**src/sclrg_defines.vh**
```
// register map, reset values and timing limits of the scl rate generator
`ifndef SCLRG_DEFINES_VH
`define SCLRG_DEFINES_VH

`define SCLRG_ADDR_LOW0     8'hCB
`define SCLRG_ADDR_HIGH0    8'hCC
`define SCLRG_ADDR_MODE0    8'hCD
`define SCLRG_ADDR_PER1     8'hDB
`define SCLRG_ADDR_DLY1     8'hDC
`define SCLRG_ADDR_PER2     8'hEB
`define SCLRG_ADDR_DLY2     8'hEC

`define SCLRG_RST_LOW       8'h5E
`define SCLRG_RST_HIGH      8'h3F
`define SCLRG_RST_PER       8'h20
`define SCLRG_RST_DLY       6'h08

`define SCLRG_MODE_SM       2'h0
`define SCLRG_MODE_FM       2'h1
`define SCLRG_MODE_FMP      2'h2
`define SCLRG_RST_MODE      2'h2

// pll clock nominal rate and multiplier of the oscillator
`define SCLRG_PLL_MHZ       156
`define SCLRG_PLL_MULT      13

// smallest legal counts per mode before scaling, then the ufm period and data delay floors
`define SCLRG_MIN_LOW_SM    8'h74
`define SCLRG_MIN_HIGH_SM   8'h4F
`define SCLRG_MIN_LOW_FM    8'h3A
`define SCLRG_MIN_HIGH_FM   8'h27
`define SCLRG_MIN_LOW_FMP   8'h5A
`define SCLRG_MIN_HIGH_FMP  8'h3F
`define SCLRG_MIN_PER       8'h20
`define SCLRG_MIN_DLY       6'h02

`endif

```
**src/sclrg_top.v**
```verilog
// scl rate generator: clock-rate registers, sm/fm/fm+ channel 0 timing, two ufm clocks
`timescale 1ns/1ps
`include "sclrg_defines.vh"

module sclrg_top
(
  // clock and reset; clk_i is the pll clock
  input  wire       clk_i,
  input  wire       rst_n_i,
  // host parallel register port
  input  wire [7:0] addr_i,
  input  wire [7:0] wdata_i,
  input  wire       wr_i,
  input  wire       rd_i,
  output wire [7:0] rdata_o,
  // channel enables
  input  wire       ch0_en_i,
  input  wire [1:0] ufm_en_i,
  // channel 0 open-drain scl
  input  wire       scl0_i,
  output wire       scl0_o,
  output wire       scl0_oe_o,
  // ufm clocks and data delays
  output wire [1:0] ufm_scl_o,
  output wire [5:0] ufm_data_delay1_o,
  output wire [5:0] ufm_data_delay2_o
);

  localparam [2:0] ST_LOW  = 3'b001;
  localparam [2:0] ST_RISE = 3'b010;
  localparam [2:0] ST_HIGH = 3'b100;

  ////////////////////////////////////////////////////////////////////////
  // helpers

  function [10:0] scale_cnt;
    input [7:0] c;
    input [1:0] m;
    begin
      case (m)
        `SCLRG_MODE_SM:  scale_cnt = {c, 3'b000};
        `SCLRG_MODE_FM:  scale_cnt = {1'b0, c, 2'b00};
        default:         scale_cnt = {3'b000, c};
      endcase
    end
  endfunction

  function [10:0] max11;
    input [10:0] a;
    input [10:0] b;
    begin
      max11 = (a > b) ? a : b;
    end
  endfunction

  function [7:0] min_cnt;
    input [1:0] m;
    input       hi;
    begin
      case (m)
        `SCLRG_MODE_SM:  min_cnt = hi ? `SCLRG_MIN_HIGH_SM : `SCLRG_MIN_LOW_SM;
        `SCLRG_MODE_FM:  min_cnt = hi ? `SCLRG_MIN_HIGH_FM : `SCLRG_MIN_LOW_FM;
        default:         min_cnt = hi ? `SCLRG_MIN_HIGH_FMP : `SCLRG_MIN_LOW_FMP;
      endcase
    end
  endfunction

  function [5:0] clamp_dly;
    input [5:0] d;
    begin
      clamp_dly = (d < `SCLRG_MIN_DLY) ? `SCLRG_MIN_DLY : d;
    end
  endfunction

  ////////////////////////////////////////////////////////////////////////
  // registers

  reg  [7:0] scl_low_count_q;
  reg  [7:0] scl_high_count_q;
  reg  [1:0] mode_q;
  reg  [7:0] ufm_period_ch1_q;
  reg  [7:0] ufm_period_ch2_q;
  reg  [5:0] ufm_data_delay1_q;
  reg  [5:0] ufm_data_delay2_q;
  reg  [7:0] rdata_q;

  always @(posedge clk_i or negedge rst_n_i)
  begin
    if (!rst_n_i)
    begin
      scl_low_count_q   <= `SCLRG_RST_LOW;
      scl_high_count_q  <= `SCLRG_RST_HIGH;
      mode_q            <= `SCLRG_RST_MODE;
      ufm_period_ch1_q  <= `SCLRG_RST_PER;
      ufm_period_ch2_q  <= `SCLRG_RST_PER;
      ufm_data_delay1_q <= `SCLRG_RST_DLY;
      ufm_data_delay2_q <= `SCLRG_RST_DLY;
    end
    else if (wr_i)
    begin
      case (addr_i)
        `SCLRG_ADDR_LOW0:  scl_low_count_q  <= wdata_i;
        `SCLRG_ADDR_HIGH0: scl_high_count_q <= wdata_i;
        `SCLRG_ADDR_MODE0: mode_q           <= wdata_i[1:0];
        `SCLRG_ADDR_PER1:
        begin
          ufm_period_ch1_q  <= wdata_i;
          ufm_data_delay1_q <= wdata_i[7:2];
        end
        `SCLRG_ADDR_PER2:
        begin
          ufm_period_ch2_q  <= wdata_i;
          ufm_data_delay2_q <= wdata_i[7:2];
        end
        `SCLRG_ADDR_DLY1:  ufm_data_delay1_q <= wdata_i[5:0];
        `SCLRG_ADDR_DLY2:  ufm_data_delay2_q <= wdata_i[5:0];
        default:           mode_q <= mode_q;
      endcase
    end
  end

  // read data registered; unmapped addresses read zero
  always @(posedge clk_i or negedge rst_n_i)
  begin
    if (!rst_n_i)
      rdata_q <= 8'h00;
    else if (rd_i)
    begin
      case (addr_i)
        `SCLRG_ADDR_LOW0:  rdata_q <= scl_low_count_q;
        `SCLRG_ADDR_HIGH0: rdata_q <= scl_high_count_q;
        `SCLRG_ADDR_MODE0: rdata_q <= {6'h00, mode_q};
        `SCLRG_ADDR_PER1:  rdata_q <= ufm_period_ch1_q;
        `SCLRG_ADDR_PER2:  rdata_q <= ufm_period_ch2_q;
        `SCLRG_ADDR_DLY1:  rdata_q <= {2'b00, ufm_data_delay1_q};
        `SCLRG_ADDR_DLY2:  rdata_q <= {2'b00, ufm_data_delay2_q};
        default:           rdata_q <= 8'h00;
      endcase
    end
  end

  assign rdata_o           = rdata_q;
  assign ufm_data_delay1_o = clamp_dly(ufm_data_delay1_q);
  assign ufm_data_delay2_o = clamp_dly(ufm_data_delay2_q);

  ////////////////////////////////////////////////////////////////////////
  // scl pin sampling; first flop feeds only the second

  reg scl_s1_q;
  reg scl_s2_q;

  always @(posedge clk_i or negedge rst_n_i)
  begin
    if (!rst_n_i)
    begin
      scl_s1_q <= 1'b1;
      scl_s2_q <= 1'b1;
    end
    else
    begin
      scl_s1_q <= scl0_i;
      scl_s2_q <= scl_s1_q;
    end
  end

  ////////////////////////////////////////////////////////////////////////
  // channel 0 phase timing, all in pll cycles

  wire [10:0] min_low_c;
  wire [10:0] min_high_c;
  wire [10:0] eff_low_c;
  wire [10:0] eff_high_c;
  wire [10:0] trim_low_c;
  wire [10:0] tgt_low_c;

  assign min_low_c  = scale_cnt(min_cnt(mode_q, 1'b0), mode_q);
  assign min_high_c = scale_cnt(min_cnt(mode_q, 1'b1), mode_q);
  assign eff_low_c  = max11(scale_cnt(scl_low_count_q, mode_q), min_low_c);
  assign eff_high_c = max11(scale_cnt(scl_high_count_q, mode_q), min_high_c);

  reg [2:0]  state_q;
  reg [10:0] cnt_q;
  reg [10:0] rise_q;

  // measured rise is taken out of the next low phase, floored at minimum
  assign trim_low_c = (eff_low_c > rise_q) ? (eff_low_c - rise_q) : 11'h000;
  assign tgt_low_c  = max11(trim_low_c, min_low_c);

  always @(posedge clk_i or negedge rst_n_i)
  begin
    if (!rst_n_i)
    begin
      state_q <= ST_HIGH;
      cnt_q   <= 11'h000;
      rise_q  <= 11'h000;
    end
    else if (!ch0_en_i)
    begin
      state_q <= ST_HIGH;
      cnt_q   <= 11'h000;
      rise_q  <= 11'h000;
    end
    else
    begin
      case (state_q)
        ST_LOW:
        begin
          if (cnt_q >= tgt_low_c - 11'h001)
          begin
            state_q <= ST_RISE;
            cnt_q   <= 11'h000;
            rise_q  <= 11'h000;
          end
          else
            cnt_q <= cnt_q + 11'h001;
        end
        ST_RISE:
        begin
          // high time starts only once the line is seen high
          if (scl_s2_q)
            state_q <= ST_HIGH;
          else if (rise_q != 11'h7FF)
            rise_q <= rise_q + 11'h001;
        end
        ST_HIGH:
        begin
          if (cnt_q >= eff_high_c - 11'h001)
          begin
            state_q <= ST_LOW;
            cnt_q   <= 11'h000;
          end
          else
            cnt_q <= cnt_q + 11'h001;
        end
        default:
        begin
          state_q <= ST_HIGH;
          cnt_q   <= 11'h000;
        end
      endcase
    end
  end

  reg scl0_oe_q;

  always @(posedge clk_i or negedge rst_n_i)
  begin
    if (!rst_n_i)
      scl0_oe_q <= 1'b0;
    else
      scl0_oe_q <= ch0_en_i && (state_q == ST_LOW);
  end

  assign scl0_o    = 1'b0;
  assign scl0_oe_o = scl0_oe_q;

  ////////////////////////////////////////////////////////////////////////
  // ufm channels

  sclrg_ufm_clk u_ufm1
  (
    .clk_i    (clk_i),
    .rst_n_i  (rst_n_i),
    .en_i     (ufm_en_i[0]),
    .period_i (ufm_period_ch1_q),
    .scl_o    (ufm_scl_o[0])
  );

  sclrg_ufm_clk u_ufm2
  (
    .clk_i    (clk_i),
    .rst_n_i  (rst_n_i),
    .en_i     (ufm_en_i[1]),
    .period_i (ufm_period_ch2_q),
    .scl_o    (ufm_scl_o[1])
  );

endmodule

```
**src/sclrg_ufm_clk.v**
```verilog
// fixed 50 percent duty clock generator for one ultra fast-mode channel
`timescale 1ns/1ps
`include "sclrg_defines.vh"

module sclrg_ufm_clk
(
  // clock and reset
  input  wire       clk_i,
  input  wire       rst_n_i,
  // control
  input  wire       en_i,
  input  wire [7:0] period_i,
  // push-pull clock out
  output wire       scl_o
);

  reg  [6:0] cnt_q;
  reg        scl_q;
  wire [7:0] per_c;
  wire [6:0] half_c;

  assign per_c  = (period_i < `SCLRG_MIN_PER) ? `SCLRG_MIN_PER : period_i;
  assign half_c = per_c[7:1];
  assign scl_o  = scl_q;

  ////////////////////////////////////////////////////////////////////////
  // disabled channel parks the line high
  always @(posedge clk_i or negedge rst_n_i)
  begin
    if (!rst_n_i)
    begin
      cnt_q <= 7'h00;
      scl_q <= 1'b1;
    end
    else if (!en_i)
    begin
      cnt_q <= 7'h00;
      scl_q <= 1'b1;
    end
    else if (cnt_q >= half_c - 7'h01)
    begin
      cnt_q <= 7'h00;
      scl_q <= ~scl_q;
    end
    else
    begin
      cnt_q <= cnt_q + 7'h01;
    end
  end

endmodule

```
**config.mk**
```make
export PLATFORM = sky130hd
export DESIGN_NAME = sclrg_top
export DESIGN_NICKNAME = d
export VERILOG_FILES = /design/src/sclrg_top.v /design/src/sclrg_ufm_clk.v
export VERILOG_INCLUDE_DIRS = /design/src
export SDC_FILE = /design/constraint.sdc
export NUM_CORES = 1
export LEC_CHECK = 0
export ABC_AREA = 1
export CORE_MARGIN = 10
export CORE_UTILIZATION = 40
export DETAILED_ROUTE_END_ITERATION = 7
export DONT_BUFFER_PORTS = 1
export GPL_TIMING_DRIVEN = 0
export MAX_ROUTING_LAYER = met4
export SLEW_MARGIN = 20
export SYNTH_ARGS = -nofsm -noshare
export SYNTH_HDL_FRONTEND = slang
export SYNTH_HIERARCHICAL = 1
export SYNTH_SLANG_ARGS = --single-unit
```
**constraint.sdc**
```tcl
create_clock -name clk_i -period 8 [get_ports clk_i]
set_input_delay 0.4 -clock clk_i [delete_from_list [all_inputs] [get_ports clk_i]]
set_output_delay 0.4 -clock clk_i [all_outputs]
set_load 0.02 [all_outputs]
```
# Word level (Yosys, flattened, before mapping)
# Cells that the tools add are included.
# op_classes
bitwise_logic	2
add_sub_neg	9
n_lt_le_gt_ge	12
reduce_logical	13
muxes	39
eq_ne	21
# ops
operator	n
$mux W11	11
$pmux W11 S2	5
$eq A8 B8 Y1 const B	7
$pmux W8 S7	1
$gt A11 B11 Y1	4
$pmux W11 S3	1
$mux W7	4
$pmux W7 S2	2
$pmux W6 S2	2
$add A11 B1 Y11 const B	2
$ge A11 B11 Y1	2
$sub A11 B1 Y11 const B	2
$lt A8 B6 Y1 const B	2
$mux W8	2
$ne A3 B3 Y1 const B	5
$add A7 B1 Y7 const B	2
$ge A7 B7 Y1	2
$reduce_and A2 Y1	7
$sub A7 B1 Y7 const B	2
$lt A6 B2 Y1 const B	2
$mux W3	4
$mux W6	2
$ne A11 B11 Y1 const B	1
$sub A11 B11 Y11	1
15 further kinds	21
# word_totals
register_bits	98
inputBits	24

# Logic depth before layout (Yosys ltp)
# depth
depth_word	14
ltp_mapped	64
ltp_nobuf	59

# By module
# Netlist, hierarchy kept.
# by_module_without_submodules
module	area_each_um2	cells_each	seq_area_each_um2	n_inst
sclrg_top	7148.1	1021	2075.7	1
sclrg_ufm_clk (u_ufm1)	683.2	90	201.4	1
sclrg_ufm_clk (u_ufm2)	671.9	90	201.4	1

# Worst setup path before layout
# OpenSTA, ideal clock, no wires.
# synth_timing
kind	register to register
startpoint	reg mode_q[0]
endpoint	reg rise_q[10]
setup_time_ps	130
stages_incl_launch_ff	51
path_buffers	6
t_required_ps	7870
setup_slack_ps	43
arrival_time_ps	7827
path_cell_list	dfrtp_1 -> nor2_4 -> inv_2 -> buf_2 -> ha_1 -> buf_6 -> inv_2 -> clkbuf_1 -> buf_1 -> o221ai_1 -> o21ai_0 -> inv_1 -> ha_1 -> a21oi_1 -> o21ai_0 -> nand2_1 -> o2111ai_1 -> nand2_1 -> [15 not listed] -> nand2_2 -> buf_6 -> nand3_1 -> ha_1 -> inv_1 -> nor2_4 -> nand3_1 -> xor2_1 -> ha_1 -> a21oi_1 -> o21a_1 -> nand3_1 -> a21boi_0 -> o211ai_1 -> or2_2 -> nand3_1 -> clkbuf_1 -> o21ai_0
# synth_between
elab_chain_cells	13
# synth_rtl
element	line_no	rtl
start: declaration	sclrg_top.v:80	reg [1:0] mode_q;
start signal: assignment	sclrg_top.v:93	mode_q <= `SCLRG_RST_MODE;
start signal: assignment	sclrg_top.v:104	`SCLRG_ADDR_MODE0: mode_q <= wdata_i[1:0];
start signal: assignment	sclrg_top.v:117	default: mode_q <= mode_q;
$eq A2 B1 Y1 or $logic_not A2 Y1 (tied branches)	sclrg_top.v:40, sclrg_top.v:60	
$pmux W7 S2	sclrg_top.v:60	case (m)
$pmux W11 S2	sclrg_top.v:40	case (m)
$gt A11 B11 Y1	sclrg_top.v:52	max11 = (a > b) ? a : b;
$mux W11	sclrg_top.v:52	
$sub A11 B11 Y11 or $gt A11 B11 Y1 (tied branches)	sclrg_top.v:186	assign trim_low_c = (eff_low_c > rise_q) ? (eff_low_c - rise_q) : 11'h000;
$mux W11	sclrg_top.v:186	
$gt A11 B11 Y1	sclrg_top.v:52	
$mux W11 (*)	sclrg_top.v:52	
$sub A11 B1 Y11 (*)	sclrg_top.v:208	if (cnt_q >= tgt_low_c - 11'h001)
$ge A11 B11 Y1 (*)	sclrg_top.v:208	
$ne A3 B3 Y1 (no source line) (*)	--	
$reduce_and A4 Y1 (no source line) (*)	--	
end signal: assignment	sclrg_top.v:223	rise_q <= rise_q + 11'h001;
end: declaration	sclrg_top.v:183	reg [10:0] rise_q;
# Mark *: on every way between the ends. The rest lies on a longest branch, timed or not.
# A chain may end at the register's enable or synchronous reset.

# Worst setup path in the final report
# layout_timing
startpoint	reg mode_q[1]
endpoint	reg rise_q[7]
# Same word-level chain as after synthesis.

==> out/metrics.yaml <==
clock_network:
  htreeDepth: 3
  clockRootBuffer: "clkbuf_16"
  clockBufferDepth: 2
  clock_sinks: 98
  cts_buffers: 9
  clk_pin_slew_ns: 0.09
  clock_latency_ns: 0.37
  tritoncts: "done"
synthesis:
  synth_area_per_cell_sq_um: 7.080
  synth-edff-count: 0
  synthCells: 1201
  synth_nets: 1309
  synthFlopType: "dfrtp_1"
  yosys_warnings: 6
  synth_cell_types: 52
  synthesis.area_sq_um: 8503
  ys_seq_elements: 98
  synth-async-reset-ratio: 1.000
  ys_seq_area_frac: 0.2915
pwr:
  leakage_uw: 0.004850
  peakVddDrop_uv: 239.4
  power.total_uw: 2932
  cellPowerDensity_nw_per_um2: 292.8
drt:
  final_antenna_net_count: 0
  drcViolationCount: 0
  wire_per_inst_um: 14.52
  routed_via_density: 5.109
  first_iter_violations: 454
  dr.pass1.iters: 5
  wirelength_um: 22270
  vias: 7837
floorplanning:
  rows: 53
  dieArea_sq_um: 27490
  core_sq_um: 20960
  fp.dieH_um: 165.8
  die_w_um: 165.8
  start_util: 0.4058
  ios: 48
run:
  maxCapViolations: 0
final_layout:
  mostFrequentLayoutCell: "nand2_1"
  fillers: 2130
  syn_to_final_growth_pct: 17.75
  final_cell_mix: "nand2_1, inv_1, o21ai_0, nor2_1, dfrtp_1"
  fin_area_sq_um: 10010
  final-seq-area_sq_um: 2479
  drive_above_1_share: 0.1819
  diodes: 0
  nNetsFinal: 1362
  multiInputGateArea_sq_um: 5585
timing:
  finalCritPeriodShare: 0.9418
  hold_viol_final: 0
  fin_worst_skew_ns: 0.01515
  relSlewSlack: 0.6397
  worst_slew_pin_slew_ns: 0.5369
  min_period_ns: 7.535
  whs_ns: 0.01659
  fin_ws_ns: 0.4654
  timing.fmax_mhz: 132.7
  drv_slew: 0
  finalSetupViolCount: 0
setup_path:
  endpoint_kind: "flop"
  cp.required_ns: 8.24
  crit_path_max_fanout: 10
  crit_path_start_kind: "flop"
  slowest_delay_ns: 0.56
  path_class: "reg2reg"
  crit_slowest_cell: "dfstp_2"
  ff2ff_path_depth: 57
  arrival_ns: 7.78
  critPathMostFrequentCell: "nand2_1"
  rrSetupSlack_ns: 0.47
place:
  pre_cts_ws_ns: -1.778
  dp_hpwl_um: 16650
  place_congestion: 0.8854
  portBuffers: 0
  postPlaceCellArea_sq_um: 8847
global_routing:
  antenna_found_initial: 0
  grt_overflow: 0
  grt_first_pass_wirelength_um: 36550
  grt_max_degree: 99
  grt_pass1_vias: 7417
  grt_usage: 0.1603
hold_path:
  min_path_type: "in2reg"
  min_delay_path_depth: 0
outcome:
  status: "finished, final reports clean"
registers in the layout, summed over array words and instances, names as in the netlist, 2 cells and up:
signal / cells
ufm_period_ch1_q: 8
scl_high_count_q: 8
cnt_q: 11
u_ufm2/cnt_q: 7
rise_q: 11
ufm_data_delay1_q: 6
ufm_data_delay2_q: 6
ufm_period_ch2_q: 8
rdata_o: 8
state_q: 3
scl_low_count_q: 8
mode_q: 2
u_ufm1/cnt_q: 7
synth_stat cells (21+ instances only):
master,n,area [sq um]
nor2_1,91,341.6
dfrtp_1,77,1927
clkbuf_1,21,78.83
o22ai_1,29,181.4
nand2_1,279,1047
a21oi_1,39,195.2
inv_1,180,675.7
nor3_1,24,120.1
dfstp_2,21,551.8
nand3_1,62,310.3
o21ai_0,106,530.5
ha_1,83,1039
xor2_1,27,236.5
critical path: cells and delay by family (launching register included):
kind | cells | cell delay, ns
AOI/OAI and AO/OA | 8 | 0.97
xor gates and xnor gates | 1 | 0.16
adders and majority gates | 5 | 1.46
buffers and inverters | 11 | 1.35
DFF | 1 | 0.56
and+or+nand+nor | 32 | 2.86
through the flow:
step | std cells | TNS (ns) | utilization
after floorplan | 1201 | 0 | -
after global placement | 1476 | -39.04 | 0.4222
after detailed placement | 1476 | -40.03 | 0.4222
after CTS | 1506 | 0 | 0.4490
after global routing | 1534 | -0.8767 | 0.4778
final | 1534 | 0 | 0.4778
routing by layer:
metal	vias to the layer above	share of wire	GRT usage
met3	23	0.044	0.03526
met4	0	0.013	0.03775
met5	-	0	-
met2	134	0.46	0.2510
met1	3623	0.48	0.2065
li1	4057	-	-
report_power, final:
group          switching, uW  internal (uW)
Combinational           1140            730
Sequential              37.1            541
Clock                    231            253
cell families (layout without fill, tap and decap cells):
kind of cell / Yosys count / after routing / share of synthesized area
other: 1 / 1 / 0.0004410
buffers and inverters: 218 / 275 / 0.09918
AND/OR/NAND/NOR: 548 / 549 / 0.3019
flip-flops: 98 / 98 / 0.2915
adder cells (fa/ha/maj): 84 / 84 / 0.1245
AO/OA/AOI/OAI: 219 / 219 / 0.1485
XOR/XNOR: 33 / 33 / 0.03399
repair_timing:
item | in CTS | in global routing
buffers inserted | 11 | 26
gates cloned | 1 | 2
pin swaps | 12 | 38
hold endpoints to repair | 98 | 0
hold buffers | 2 | 0
setup endpoints to repair | 25 | 25
gates resized for setup | 38 | 93
path summary, 6_finish.rpt:
path / start / end
setup / recovery: mode_q[1] / rise_q[7]
hold / removal: scl0_i / scl_s1_q
setup reg to reg: mode_q[1] / rise_q[7]
hold reg to reg: scl_s1_q / scl_s2_q
max in group asynchronous: rst_n_i / scl_high_count_q[5]
min in group asynchronous: rst_n_i / rise_q[1]
area by class of cell:
type	count	area share
repair buffers	41	0.03587
inverters	189	0.07236
multi-input cells	886	0.5579
clock inverters	7	0.009623
clock buffers	9	0.02249
plain buffers	29	0.01987
flip-flops and latches	98	0.2476
well taps	275	0.03437
No activity file was read; power rests on OpenSTA's default activity.
